## config.mk

```make
export PLATFORM = sky130hd
export DESIGN_NAME = osc_ctrl
export DESIGN_NICKNAME = d
export VERILOG_FILES = /design/src/rtl/osc_pkg.sv /design/src/rtl/osc_ctrl.sv /design/src/rtl/osc_fail_mon.sv
export SDC_FILE = /design/constraint.sdc
export NUM_CORES = 1
export LEC_CHECK = 0
export BUFFER_PORTS_ARGS = -buffer_cell sky130_fd_sc_hd__clkbuf_2
export CORE_ASPECT_RATIO = 1.25
export CORE_UTILIZATION = 40
export DETAILED_ROUTE_END_ITERATION = 7
export PLACE_DENSITY = 0.65
export SLEW_MARGIN = 5
export SYNTH_ARGS = -nofsm -noshare
export SYNTH_HDL_FRONTEND = slang
export SYNTH_SLANG_ARGS = --single-unit
```

## constraint.sdc

```tcl
create_clock -name aclk -period 4.7 [get_ports aclk]
set_input_delay 0.94 -clock aclk [delete_from_list [all_inputs] [get_ports aclk]]
set_output_delay 0.94 -clock aclk [all_outputs]
set_load 0.1 [all_outputs]
```

## src/rtl/osc_pkg.sv

```systemverilog
// Package: register map, field layout, keys and timing for the oscillator control block
package osc_pkg;
  // ==========================================================
  // Register indices (byte address is index times four)
  localparam logic [11:0] CTL0_IDX       = 12'hF86; // Control register 0
  localparam logic [11:0] STAT_IDX       = 12'hF88; // Status register
  localparam logic [7:0]  CTL0_RESET     = 8'hA0;   // Precision and watchdog osc on
  // ==========================================================
  // Control register 0 fields
  localparam int          IPO_EN_BIT     = 7;       // Precision oscillator enable
  localparam int          XTAL_EN_BIT    = 6;       // Crystal oscillator enable
  localparam int          WDT_EN_BIT     = 5;       // Watchdog oscillator enable
  localparam int          PFD_EN_BIT     = 4;       // Primary failure detect enable
  localparam int          WFD_EN_BIT     = 3;       // Watchdog failure detect enable
  localparam int          SEL_MSB        = 2;       // Clock source select, top bit
  // ==========================================================
  // Status register fields
  localparam int          ST_PFAIL_BIT   = 0;       // Primary failure seen
  localparam int          ST_WFAIL_BIT   = 1;       // Watchdog failure seen
  localparam int          ST_OPEN_BIT    = 2;       // Unlocked, next write lands
  localparam int          ST_HALT_BIT    = 3;       // Device stopped
  // ==========================================================
  // Unlock keys and source codes
  localparam logic [7:0]  UNLOCK_KEY1    = 8'hE7;   // First key
  localparam logic [7:0]  UNLOCK_KEY2    = 8'h18;   // Second key
  localparam logic [2:0]  SEL_IPO        = 3'h0;    // Precision oscillator
  localparam logic [2:0]  SEL_XTAL       = 3'h2;    // Crystal or external RC
  localparam logic [2:0]  SEL_WDT        = 3'h3;    // Watchdog oscillator
  localparam logic [2:0]  SEL_EXT        = 3'h4;    // External clock pin
  // ==========================================================
  // Timing
  localparam int          CLK_PERIOD_NS  = 8;       // Bus clock period
  localparam int          PRIM_FAIL_US   = 1000;    // Primary threshold period
  localparam int          PRIM_FAIL_CYC  = PRIM_FAIL_US * 1000 / CLK_PERIOD_NS;
  localparam int          WDT_FAIL_CNT   = 8004;    // System clocks without wdt edge
  // ==========================================================
  // Bus answers and lock states
  localparam logic [1:0]  RESP_OKAY      = 2'h0;    // Normal answer
  localparam logic [1:0]  RESP_SLVERR    = 2'h2;    // Unmapped address
  typedef enum logic [2:0] {
    LK_LOCKED = 3'b001,                              // Waiting for first key
    LK_HALF   = 3'b010,                              // First key seen
    LK_OPEN   = 3'b100                               // Next write is stored
  } osc_lock_t;
endpackage

```

## src/rtl/osc_ctrl.sv

```systemverilog
// Oscillator select, write-protected control register and failure monitor top
//
// Local design decision: the AXI4-Lite register port.
`timescale 1ns/100ps
`default_nettype none
// Contract
// - Unlock by writing E7H then 18H
// - Next write stored, then register relocks
// - Writes without full unlock are ignored
// - Keys ordered; other register accesses tolerated
// - Failure enables accepted after source write
// - Precision oscillator off only by software
// - Primary failure: event, switch to watchdog
// - No switch if watchdog selected/disabled
// - Primary failure below about one kilohertz
// - Watchdog failure: event, no source change
// - After watchdog failure, no primary detection
// - Watchdog failure after 8004 system clocks
// - 32 kHz clock to timers, runs halted
// - Crystal enable takes over crystal pins
// - Three-bit source select, reserved codes
// - Control bits 7 to 3 are enables
// - Nothing running, no detection: device stops
module osc_ctrl #(
  parameter int unsigned ADDR_W     = 16,                   // Bus address width
  parameter int unsigned PRIM_LIMIT = osc_pkg::PRIM_FAIL_CYC, // Primary timeout
  parameter int unsigned WDT_LIMIT  = osc_pkg::WDT_FAIL_CNT   // Watchdog timeout
) (
  input  wire logic              aclk,            // Bus clock, 125 MHz
  input  wire logic              aresetn,         // Sync reset, active low
  input  wire logic [ADDR_W-1:0] awaddr,          // Write address
  input  wire logic              awvalid,         // Write address valid
  output logic                   awready,         // Write address ready
  input  wire logic [31:0]       wdata,           // Write data
  input  wire logic [3:0]        wstrb,           // Write byte enables
  input  wire logic              wvalid,          // Write data valid
  output logic                   wready,          // Write data ready
  output logic [1:0]             bresp,           // Write answer
  output logic                   bvalid,          // Write answer valid
  input  wire logic              bready,          // Write answer ready
  input  wire logic [ADDR_W-1:0] araddr,          // Read address
  input  wire logic              arvalid,         // Read address valid
  output logic                   arready,         // Read address ready
  output logic [31:0]            rdata,           // Read data
  output logic [1:0]             rresp,           // Read answer
  output logic                   rvalid,          // Read answer valid
  input  wire logic              rready,          // Read answer ready
  input  wire logic              sys_tick,        // Edge of system clock source
  input  wire logic              wdt_tick,        // Edge of watchdog oscillator
  input  wire logic              sec_osc_clk,     // 32 kHz secondary oscillator
  output logic                   ipo_en,          // Precision oscillator enable
  output logic                   xtal_en,         // Crystal oscillator enable
  output logic                   xtal_pin_own,    // Crystal owns both crystal pins
  output logic                   wdt_osc_en,      // Watchdog oscillator enable
  output logic [2:0]             sys_clk_sel,     // System clock source code
  output logic                   timer_periph_clk, // Peripheral clock to timers
  output logic                   fail_event,      // Non-maskable event pulse
  output logic                   dev_halted       // Device has stopped
);
  // Address must reach the control register byte address
  if (ADDR_W < 14 || ADDR_W > 32) begin : g_bad_addr_w
    $error("osc_ctrl: ADDR_W must be 14 to 32");
  end

  // ==========================================================
  // Decoding helpers
  function automatic logic addr_hit(input logic [ADDR_W-1:0] a, input logic [11:0] idx);
    addr_hit = (a == ADDR_W'({idx, 2'b00}));
  endfunction

  // Is the selected source one that can actually run
  function automatic logic src_running(input logic [7:0] c);
    case (c[osc_pkg::SEL_MSB:0])
      osc_pkg::SEL_IPO:  src_running = c[osc_pkg::IPO_EN_BIT];
      osc_pkg::SEL_XTAL: src_running = c[osc_pkg::XTAL_EN_BIT];
      osc_pkg::SEL_WDT:  src_running = c[osc_pkg::WDT_EN_BIT];
      osc_pkg::SEL_EXT:  src_running = 1'b1;
      default:           src_running = 1'b0;
    endcase
  endfunction

  // ==========================================================
  // State
  logic [ADDR_W-1:0]  awaddr_ff;    // Held write address
  logic               aw_held_ff;   // Write address taken
  logic [7:0]         wbyte_ff;     // Held low data byte
  logic               wlane_ff;     // Low byte lane enabled
  logic               w_held_ff;    // Write data taken
  logic [7:0]         ctl0_ff;      // Control register 0
  osc_pkg::osc_lock_t lock_ff;      // Unlock sequencer
  logic               pfail_st_ff;  // Sticky primary failure
  logic               wfail_st_ff;  // Sticky watchdog failure
  logic               wdt_dead_ff;  // Watchdog failed, until reset
  logic               halted_ff;    // Stopped, until reset
  logic               prim_fail;    // Monitor primary pulse
  logic               wdt_fail;     // Monitor watchdog pulse

  logic wr_go;     // Address and data both present
  logic hit_ctl;   // Write targets control register
  logic hit_stat;  // Write targets status register
  logic ctl_wr;    // Real byte write to control register
  logic recover;   // Automatic switch to watchdog
  assign wr_go    = aw_held_ff && w_held_ff && !bvalid;
  assign hit_ctl  = addr_hit(awaddr_ff, osc_pkg::CTL0_IDX);
  assign hit_stat = addr_hit(awaddr_ff, osc_pkg::STAT_IDX);
  assign ctl_wr   = wr_go && hit_ctl && wlane_ff;
  // Switch only when the watchdog can take over and is not already in use
  assign recover  = prim_fail && ctl0_ff[osc_pkg::WDT_EN_BIT]
                    && ctl0_ff[osc_pkg::SEL_MSB:0] != osc_pkg::SEL_WDT;

  // ==========================================================
  // Write channels: address and data are taken in either order
  always_ff @(posedge aclk) begin
    if (!aresetn) begin
      aw_held_ff <= 1'b0;
      awaddr_ff  <= '0;
      awready    <= 1'b1;
      w_held_ff  <= 1'b0;
      wbyte_ff   <= 8'h00;
      wlane_ff   <= 1'b0;
      wready     <= 1'b1;
    end else begin
      if (awvalid && awready) begin
        aw_held_ff <= 1'b1;
        awaddr_ff  <= awaddr;
        awready    <= 1'b0;
      end
      if (wvalid && wready) begin
        w_held_ff <= 1'b1;
        wbyte_ff  <= wdata[7:0];
        wlane_ff  <= wstrb[0];
        wready    <= 1'b0;
      end
      // Reopen both channels once the answer is taken
      if (bvalid && bready) begin
        aw_held_ff <= 1'b0;
        w_held_ff  <= 1'b0;
        awready    <= 1'b1;
        wready     <= 1'b1;
      end
    end
  end

  // Write answer, one cycle after both halves are held
  always_ff @(posedge aclk) begin
    if (!aresetn) begin
      bvalid <= 1'b0;
      bresp  <= osc_pkg::RESP_OKAY;
    end else if (wr_go) begin
      bvalid <= 1'b1;
      bresp  <= (hit_ctl || hit_stat) ? osc_pkg::RESP_OKAY : osc_pkg::RESP_SLVERR;
    end else if (bready) begin
      bvalid <= 1'b0;
    end
  end

  // ==========================================================
  // Read channel: answer one cycle after address is taken
  always_ff @(posedge aclk) begin
    if (!aresetn) begin
      arready <= 1'b1;
      rvalid  <= 1'b0;
      rdata   <= 32'h0000_0000;
      rresp   <= osc_pkg::RESP_OKAY;
    end else if (arvalid && arready) begin
      arready <= 1'b0;
      rvalid  <= 1'b1;
      rresp   <= osc_pkg::RESP_OKAY;
      if (addr_hit(araddr, osc_pkg::CTL0_IDX)) begin
        rdata <= {24'h00_0000, ctl0_ff};
      end else if (addr_hit(araddr, osc_pkg::STAT_IDX)) begin
        rdata <= {28'h000_0000, halted_ff, lock_ff == osc_pkg::LK_OPEN,
                  wfail_st_ff, pfail_st_ff};
      end else begin
        rdata <= 32'h0000_0000;
        rresp <= osc_pkg::RESP_SLVERR;
      end
    end else if (rvalid && rready) begin
      arready <= 1'b1;
      rvalid  <= 1'b0;
    end
  end

  // ==========================================================
  // Unlock sequencer; only writes to the control register move it
  always_ff @(posedge aclk) begin
    if (!aresetn) begin
      lock_ff <= osc_pkg::LK_LOCKED;
    end else if (ctl_wr) begin
      case (lock_ff)
        osc_pkg::LK_LOCKED: lock_ff <= (wbyte_ff == osc_pkg::UNLOCK_KEY1) ?
                                       osc_pkg::LK_HALF : osc_pkg::LK_LOCKED;
        osc_pkg::LK_HALF:   lock_ff <= (wbyte_ff == osc_pkg::UNLOCK_KEY2) ?
                                       osc_pkg::LK_OPEN : osc_pkg::LK_LOCKED;
        osc_pkg::LK_OPEN:   lock_ff <= osc_pkg::LK_LOCKED;
        default:            lock_ff <= osc_pkg::LK_LOCKED;
      endcase
    end
  end

  // Control register: stores only when open; recovery overrides the source
  always_ff @(posedge aclk) begin
    if (!aresetn) begin
      ctl0_ff <= osc_pkg::CTL0_RESET;
    end else begin
      if (ctl_wr && lock_ff == osc_pkg::LK_OPEN) begin
        // Enables, including re-armed detection, land as written
        ctl0_ff[7:3] <= wbyte_ff[7:3];
        // Reserved source codes leave the running source alone
        if (wbyte_ff[2:0] == osc_pkg::SEL_IPO || wbyte_ff[2:0] == osc_pkg::SEL_XTAL
            || wbyte_ff[2:0] == osc_pkg::SEL_WDT
            || wbyte_ff[2:0] == osc_pkg::SEL_EXT) begin
          ctl0_ff[2:0] <= wbyte_ff[2:0];
        end
      end
      if (recover) begin
        ctl0_ff[osc_pkg::SEL_MSB:0] <= osc_pkg::SEL_WDT;
      end
    end
  end

  // ==========================================================
  // Failure monitor; a dead watchdog disarms primary detection
  osc_fail_mon #(
    .PRIM_LIMIT (PRIM_LIMIT),
    .WDT_LIMIT  (WDT_LIMIT)
  ) u_mon (
    .aclk      (aclk),
    .aresetn   (aresetn),
    .sys_tick  (sys_tick),
    .wdt_tick  (wdt_tick),
    .prim_en   (ctl0_ff[osc_pkg::PFD_EN_BIT] && !wdt_dead_ff),
    .wdt_en    (ctl0_ff[osc_pkg::WFD_EN_BIT]),
    .prim_fail (prim_fail),
    .wdt_fail  (wdt_fail)
  );

  // Event pulse; a watchdog failure never touches the source select
  always_ff @(posedge aclk) begin
    if (!aresetn) begin
      fail_event <= 1'b0;
    end else begin
      fail_event <= prim_fail || wdt_fail;
    end
  end

  // Sticky flags; a new event wins over a write-one clear
  always_ff @(posedge aclk) begin
    if (!aresetn) begin
      pfail_st_ff <= 1'b0;
      wfail_st_ff <= 1'b0;
      wdt_dead_ff <= 1'b0;
    end else begin
      if (wr_go && hit_stat && wlane_ff) begin
        pfail_st_ff <= pfail_st_ff && !wbyte_ff[osc_pkg::ST_PFAIL_BIT];
        wfail_st_ff <= wfail_st_ff && !wbyte_ff[osc_pkg::ST_WFAIL_BIT];
      end
      if (prim_fail) begin
        pfail_st_ff <= 1'b1;
      end
      if (wdt_fail) begin
        wfail_st_ff <= 1'b1;
        wdt_dead_ff <= 1'b1;
      end
    end
  end

  // Stopped device: only a reset brings it back
  always_ff @(posedge aclk) begin
    if (!aresetn) begin
      halted_ff <= 1'b0;
    end else if (!src_running(ctl0_ff) && !ctl0_ff[osc_pkg::PFD_EN_BIT]
                 && !ctl0_ff[osc_pkg::WFD_EN_BIT]) begin
      halted_ff <= 1'b1;
    end
  end

  // Peripheral clock goes to timers only and ignores any halt state
  always_ff @(posedge aclk) begin
    if (!aresetn) begin
      timer_periph_clk <= 1'b0;
    end else begin
      timer_periph_clk <= sec_osc_clk;
    end
  end

  // ==========================================================
  // Register-sourced outputs
  assign ipo_en       = ctl0_ff[osc_pkg::IPO_EN_BIT];
  assign xtal_en      = ctl0_ff[osc_pkg::XTAL_EN_BIT];
  assign xtal_pin_own = ctl0_ff[osc_pkg::XTAL_EN_BIT];
  assign wdt_osc_en   = ctl0_ff[osc_pkg::WDT_EN_BIT];
  assign sys_clk_sel  = ctl0_ff[osc_pkg::SEL_MSB:0];
  assign dev_halted   = halted_ff;
endmodule
`default_nettype wire

```

## src/rtl/osc_fail_mon.sv

```systemverilog
// Clock failure monitor: primary clock timeout and watchdog clock timeout
`timescale 1ns/100ps
`default_nettype none
module osc_fail_mon #(
  parameter int unsigned PRIM_LIMIT = osc_pkg::PRIM_FAIL_CYC, // Bus clocks per sys edge
  parameter int unsigned WDT_LIMIT  = osc_pkg::WDT_FAIL_CNT   // Sys edges per wdt edge
) (
  input  wire logic aclk,      // Bus clock
  input  wire logic aresetn,   // Sync reset, active low
  input  wire logic sys_tick,  // Edge of selected system clock
  input  wire logic wdt_tick,  // Edge of watchdog oscillator
  input  wire logic prim_en,   // Primary detection armed
  input  wire logic wdt_en,    // Watchdog detection armed
  output logic      prim_fail, // One-cycle primary failure pulse
  output logic      wdt_fail   // One-cycle watchdog failure pulse
);
  localparam int PW = $clog2(PRIM_LIMIT + 1); // Primary counter width
  localparam int WW = $clog2(WDT_LIMIT + 1);  // Watchdog counter width
  localparam logic [PW-1:0] P_LIM = PW'(PRIM_LIMIT);
  localparam logic [WW-1:0] W_LIM = WW'(WDT_LIMIT);

  // Counters of one make a pulse after any single cycle without an edge, which is meaningless
  if (PRIM_LIMIT < 2 || WDT_LIMIT < 2) begin : g_bad_limit
    $error("osc_fail_mon: limits must be at least 2");
  end

  logic [PW-1:0] prim_cnt_ff; // Bus clocks since last system edge
  logic [WW-1:0] wdt_cnt_ff;  // System edges since last wdt edge

  // ==========================================================
  // Primary: a gap longer than the threshold period is a failure
  always_ff @(posedge aclk) begin
    if (!aresetn) begin
      prim_cnt_ff <= '0;
      prim_fail   <= 1'b0;
    end else begin
      prim_fail <= 1'b0;
      if (!prim_en || sys_tick) begin
        prim_cnt_ff <= '0;
      end else if (prim_cnt_ff != P_LIM) begin
        // Count saturates so one outage gives one pulse
        prim_cnt_ff <= prim_cnt_ff + 1'b1;
        prim_fail   <= (prim_cnt_ff == P_LIM - 1'b1);
      end
    end
  end

  // ==========================================================
  // Watchdog: counts system clocks, not bus clocks, so slow clocks detect slowly
  always_ff @(posedge aclk) begin
    if (!aresetn) begin
      wdt_cnt_ff <= '0;
      wdt_fail   <= 1'b0;
    end else begin
      wdt_fail <= 1'b0;
      if (!wdt_en || wdt_tick) begin
        wdt_cnt_ff <= '0;
      end else if (sys_tick && wdt_cnt_ff != W_LIM) begin
        wdt_cnt_ff <= wdt_cnt_ff + 1'b1;
        wdt_fail   <= (wdt_cnt_ff == W_LIM - 1'b1);
      end
    end
  end
endmodule
`default_nettype wire

```

==> reports/metrics.yaml, run 1 <==
status: "finished, final reports clean"
p_leak_nw: 1.81
setup_viol_count_final: 0
ant_nets: 0
synthToLayoutAreaGrowth_pct: 15.5
ys_seq_elements: 91
dp_hpwl_mm: 6.29
dr.pass1.iters: 4
cts_resized: 0
wl_mm: 8.95
tns_ps: 0
drive_gt1_share_pct: 16.9
vias: 3584
fmax_ghz: 0.373
detail_route.iter0.violations: 185
drc: 0
relSlewSlack_pct: 26.4
yosys.area.top_type: "dfxtp_1"
grtUsageMet2_pct: 28.5
design.die.area_um2: 10700
netlist_area_um2: 4110
arrival_ps: 2940
cp-end-kind: "register"
layout_min_cycle_time_ps: 2680
maxCapViolations: 0
crit_path_top_delay_cell: "nor4_2"
worst_path_dominant_cell_family: "simple AND/OR/NAND/NOR gates"
synth_area_per_cell_um2: 8.24
synth_seq_area_share_pct: 44.3
grt_pass1_wl_mm: 14.3
antenna_found_initial: 0
nNetsFinal: 640
cp_num_buf_inv: 1
cts_hold_buf: 0
grt_max_degree: 41
die-width_um: 92.7
track_usage_pct: 17.0
fillers: 994
dp_cells: 676
seqCellArea_um2: 1820
die_height_um: 115
synthTopCellsByArea: "dfxtp_1, a21oi_1, nand2_1"
fin_skew_ps: 5.30
worst_pin_slew_ps: 1100
gr-total-overflow: 0
grt_pass1_vias: 3162
synthArstFlopShare_pct: 0
post_cts_buffers: 0
cts_buffers: 9
io_pins: 129
clock_path_buffers: 2
hold_viol_final: 0
synth_cells: 499
dp_slack_ps: 1770
hold_path_class: "reg2reg"
start_util_pct: 40.9
cts_tree: "built"
synth_warnings: 0
ys.flop_type: "dfxtp_1"
synth.top_cell.area_share_pct: 44.3
cts_sinks: 91
fin_crit_sh_pct: 57.1
fin_ws_ps: 2020
rsz0062_at_grt: "false"
slew_violations: 0
viasPerCell: 5.18
core_area_um2: 10100
grtUsageMet1_pct: 20.8
ir_drop_uv: 244
synth_edf_count: 0
cp_data_required_time_ps: 4960
diodes: 0
clk_pin_slew_worst_paths_ps: 60
crit_type: "in2reg"
crit_chain: "clkbuf_2 > or4_1 > nor4_2 > nand4_1 > a21oi_1"
ys_types: 48
path_max_fanout: 13
clk_latency_ps: 340
htree_num_levels: 3
multi_input_area_um2: 2020
portBuffers: 75
start_kind: "input pin"
top_usage_layer: "met2"
fin_cells: 692
routedWlPerCell_um: 12.9
powerDensity_nw_per_um2: 372
rows: 41
cts-root-buf: "clkbuf_16"
place_congestion: 0.805
max_stage_delay_ps: 940
use_met3_pct: 3.37
==> synthesized netlist by cell type (all sizes together) (6+ instances only) <==
| master | n |
|---|---|
| a21oi | 59 |
| a31oi | 7 |
| and2 | 6 |
| buf | 32 |
| clkbuf | 21 |
| dfxtp | 91 |
| inv | 15 |
| nand2 | 67 |
| nand3 | 24 |
| nand4 | 17 |
| nor2 | 30 |
| nor3 | 7 |
| o21a | 6 |
| o21ai | 24 |
| or3 | 9 |
| or4 | 7 |
| xor2 | 13 |
==> worst min-delay path, stage by stage (launching register included) <==
cell	delay [ps]
dfxtp_1	300
nand2_1	50
a21oi_1	50
==> flip-flops by register name (all words and copies together) (netlist names), 3 cells and up <==
signal,flops
awaddr_ff,16
ctl0_ff,8
lock_ff,3
rdata,8
u_mon.prim_cnt_ff,17
u_mon.wdt_cnt_ff,13
wbyte_ff,8
==> logic make-up (layout without fill, tap and decap cells) <==
family          Yosys count  after routing  synth area share, %
flops                    91             91                 44.3
fa+ha+maj                 4              4                 1.22
other cells               1             26               0.0912
simple gates            208            208                 26.7
buf+inv                  68            107                 8.97
compound gates          109            109                 14.8
mux                       2              2                0.487
xor+xnor                 16             16                 3.41
==> final timing paths <==
check / start / to / slack [ps] / cells after the start
min reg2reg: awaddr_ff[15]$_SDFFE_PN0P_ / awaddr_ff[15]$_SDFFE_PN0P_ / 450 / 2
max reg2reg: u_mon.prim_cnt_ff[4]$_SDFFE_PP0P_ / u_mon.prim_cnt_ff[1]$_SDFFE_PP0P_ / 2510 / 4
max: araddr[1] / rdata[5]$_SDFFE_PN0P_ / 2020 / 5
min: awaddr_ff[15]$_SDFFE_PN0P_ / awaddr_ff[15]$_SDFFE_PN0P_ / 450 / 2
==> stage by stage <==
stage	power (mW)	area (um2)	utilization, %	hold slack [ps]
3_5_place_dp	1.06	4440	44.2	445
2_1_floorplan	1.03	4210	-	432
4_1_cts	1.79	4750	47.2	454
5_1_grt	1.84	4750	47.2	476
3_3_place_gp	1.05	4440	44.2	440
6_report	1.77	4750	47.2	451
==> cell usage in the layout (no fill, tap or decap), drive strengths merged, types with 5 or more instances in the layout <==
cell type	instances
a31oi	7
xor2	13
o21a	6
nand4	17
o21ai	24
a21oi	59
or3	9
or4	7
nand3	24
inv	15
nand2	67
nor4	5
nor3	7
conb	26
and2	6
clkbuf	88
nor2	30
nand3b	5
dfxtp	91
==> final cells by class <==
cell class	count	share of cell area [%]
well taps	129	3.40
clock inverters	3	0.974
repair buffers	76	8.06
clock buffers	13	5.48
flip-flops and latches	91	38.3
inverters	15	1.19
multi-input cells	365	42.6
==> layer usage <==
layer	share of wire, %	up-vias
met5	0	-
met4	2.0	0
met3	4.0	11
met2	49	101
met1	45	1650
li1	-	1822
==> where the power goes <==
| part | total [mW] | internal, mW | leakage [nW] | switching [mW] |
|---|---|---|---|---|
| Combinational | 0.230 | 0.0401 | 0.921 | 0.190 |
| Sequential | 0.808 | 0.793 | 0.740 | 0.0157 |
| Clock | 0.729 | 0.442 | 0.146 | 0.287 |
| Total | 1.77 | 1.28 | 1.81 | 0.493 |
Power figures use the tool's default switching activity.
==> run 2: changes to the inputs <==
- ABC_AREA: not set -> 1
- PLACE_DENSITY: 0.65 -> not set
- clock period: 4.7 -> 2.5 ns (I/O delays scaled with it)
==> reports/metrics.yaml, run 2 <==
synth.top_cell.area_share_pct: 41.1  # was 44.3%
drive_gt1_share_pct: 18.2  # was 16.9%
hold_path_class: "in2reg"  # was reg2reg
io_pins: 129  # unchanged
viasPerCell: 4.76  # was 5.18
r2r-start: "u_mon.wdt_cnt_ff[0]$_SDFFE_PP0P_"  # was u_mon.prim_cnt_ff[4]$_SDFFE_PP0P_
path_max_fanout: 4  # was 13
fin_skew_ps: 6.83  # was 5.30 ps
worst_pin_slew_ps: 567  # was 1100 ps
ys_types: 37  # was 48
nNetsFinal: 776  # was 640
htree_num_levels: 3  # unchanged
cp_data_required_time_ps: 2000  # was 4960 ps
vias: 3957  # was 3584
rsz0062_at_grt: "false"  # unchanged
setup_viol_count_final: 0  # unchanged
synth_area_per_cell_um2: 7.11  # was 8.24 um2
arrival_ps: 1250  # was 2940 ps
grt_max_degree: 23  # was 41
clk_pin_slew_worst_paths_ps: 70  # was 60 ps
ir_drop_uv: 303  # was 244 uV
grt_pass1_vias: 3756  # was 3162
post_cts_buffers: 0  # unchanged
max_stage_delay_ps: 490  # was 940 ps
die-width_um: 96.1  # was 92.7 um
cp_num_buf_inv: 1  # unchanged
detail_route.iter0.violations: 174  # was 185
routedWlPerCell_um: 11.5  # was 12.9 um
cts_hold_buf: 0  # unchanged
start_util_pct: 41.5  # was 40.9%
fmax_ghz: 0.573
regMostFlops: "u_mon.prim_cnt_ff"  # unchanged
synthArstFlopShare_pct: 0  # unchanged
hp-start: "sec_osc_clk"  # was awaddr_ff[15]$_SDFFE_PN0P_
synth_cells: 623  # was 499
p_leak_nw: 2.10  # was 1.81 nW
wl_mm: 9.55  # was 8.95 mm
status: "finished, final reports clean"  # unchanged
ys.flop_type: "dfxtp_1"  # unchanged
crit_start: "ctl0_ff[5]$_SDFFE_PN1P_"  # was araddr[1]
synth_warnings: 0  # unchanged
synth_seq_area_share_pct: 41.1  # was 44.3%
mostFrequentLayoutCell: "nand2_1"  # was dfxtp_1
cts_tree: "built"  # unchanged
ff2ff_setup_slack_ps: 900  # was 2510 ps
hold_path_depth: 3  # was 2
start_kind: "register"  # was input pin
cp-end-kind: "output pin"  # was register
portBuffers: 75  # unchanged
layout_min_cycle_time_ps: 1750
clock_path_buffers: 2  # unchanged
fillers: 1101  # was 994
slew_violations: 0  # unchanged
yosys.area.top_type: "dfxtp_1"  # unchanged
maxCapViolations: 0  # unchanged
reg2reg_to: "u_mon.wdt_cnt_ff[3]$_SDFFE_PP0P_"  # was u_mon.prim_cnt_ff[1]$_SDFFE_PP0P_
synthToLayoutAreaGrowth_pct: 14.8  # was 15.5%
cts_sinks: 91  # unchanged
netlist_top_cells_count: "nand2_1, dfxtp_1, nor2_1"  # was dfxtp_1, nand2_1, a21oi_1
die_height_um: 120  # was 115 um
track_usage_pct: 17.8  # was 17.0%
cts_buffers: 9  # unchanged
synthTopCellsByArea: "dfxtp_1, nand2_1, nor2_1"  # was dfxtp_1, a21oi_1, nand2_1
hold_viol_final: 0  # unchanged
crit_chain: "clkbuf_2"  # was clkbuf_2 > or4_1 > nor4_2 > nand4_1 > a21oi_1
gr-total-overflow: 0  # unchanged
design.die.area_um2: 11500  # was 10700 um2
grt_pass1_wl_mm: 16.2  # was 14.3 mm
cts_resized: 0  # unchanged
ant_nets: 0  # unchanged
ff2ff_path_depth: 9  # was 4
antenna_found_initial: 0  # unchanged
fin_crit_sh_pct: 69.9
powerDensity_nw_per_um2: 650  # was 372 nW/um2
largest_reg_flops: 17  # unchanged
crit_path_top_delay_cell: "clkbuf_2"  # was nor4_2
core_area_um2: 10700  # was 10100 um2
crit_type: "reg2out"  # was in2reg
dr.pass1.iters: 4  # unchanged
diodes: 0  # unchanged
cts-root-buf: "clkbuf_16"  # unchanged
place_congestion: 0.865  # was 0.805
dp_hpwl_mm: 7.32  # was 6.29 mm
relSlewSlack_pct: 62.1  # was 26.4%
most-common-layout-cells: "nand2_1, dfxtp_1, nor2_1"  # was dfxtp_1, clkbuf_2, nand2_1
synth_most_common_cell: "nand2_1"  # was dfxtp_1
rows: 42  # was 41
top_regs: "u_mon.prim_cnt_ff x17, awaddr_ff x16, u_mon.wdt_cnt_ff x13"  # unchanged
synth_edf_count: 0  # unchanged
tns_ps: 0  # unchanged
finalPower_mw: 3.30  # was 1.77 mW
ys_seq_elements: 91  # unchanged
hold_end: "timer_periph_clk$_SDFF_PN0_"  # was awaddr_ff[15]$_SDFFE_PN0P_
netlist_area_um2: 4430  # was 4110 um2
clk_latency_ps: 340  # about the same
worst_path_dominant_cell_family: "buffers and inverters"  # was simple AND/OR/NAND/NOR gates
drc: 0  # unchanged
[run 2: changes by cell type after synthesis, sizes merged, moves of 9 or more]
| cell | before | now |
|---|---|---|
| or3 | 9 | 0 |
| inv | 15 | 82 |
| clkbuf | 21 | 10 |
| nand2 | 67 | 112 |
| nor2 | 30 | 89 |
| o21ai | 24 | 50 |
| nor3 | 7 | 19 |
[run 2: where the power goes]
| part | internal [mW] | switching [mW] |
|---|---|---|
| clock network | 0.771 | 0.559 |
| logic | 0.0828 | 0.363 |
| registers | 1.50 | 0.0320 |
[run 2: layout make-up]
type                    count  area (um2)  share of cell area (%)
well taps                 132         165                    3.25
inverters                  84         315                    6.20
repair buffers             79         405                    7.97
clock inverters             7        66.3                    1.30
multi-input cells         429        2090                    41.0
clock buffers               9         225                    4.43
flip-flops and latches     91        1820                    35.8
[run 2: layer usage]
layer	share of wire (%)	GRT usage [%]	vias to the layer above
met5	0	0	-
met4	2.4	8.12	0
met3	3.7	2.60	16
met2	49	30.6	77
met1	44	21.3	1777
li1	-	-	2087
[run 2: cell families after synthesis]
logic type / share of synthesized area, %
xor+xnor: 1.78
buf+inv: 13.9
fa+ha+maj: 1.13
simple gates: 28.1
compound gates: 13.9
flops: 41.1
other cells: 0.0846
[run 2: worst max path at each step]
stage | end | depth (start not counted)
detailed placement | w_held_ff$_SDFFE_PP0P_ | 6
global route | wdt_osc_en | 1
finish | wdt_osc_en | 1
global placement | w_held_ff$_SDFFE_PP0P_ | 6
floorplan | xtal_pin_own | 1
CTS | wdt_osc_en | 1
[run 2: metrics by stage]
step / hold slack (ps) / instance area (um2) / utilization [%] / cells / setup slack [ps]
floorplan: 434 / 4520 / - / 648 / 592
global placement: 454 / 4800 / 45.0 / 815 / 698
detailed placement: 455 / 4800 / 45.0 / 815 / 633
CTS: 333 / 5090 / 47.7 / 831 / 734
global route: 365 / 5090 / 47.7 / 831 / 695
finish: 341 / 5090 / 47.7 / 831 / 753
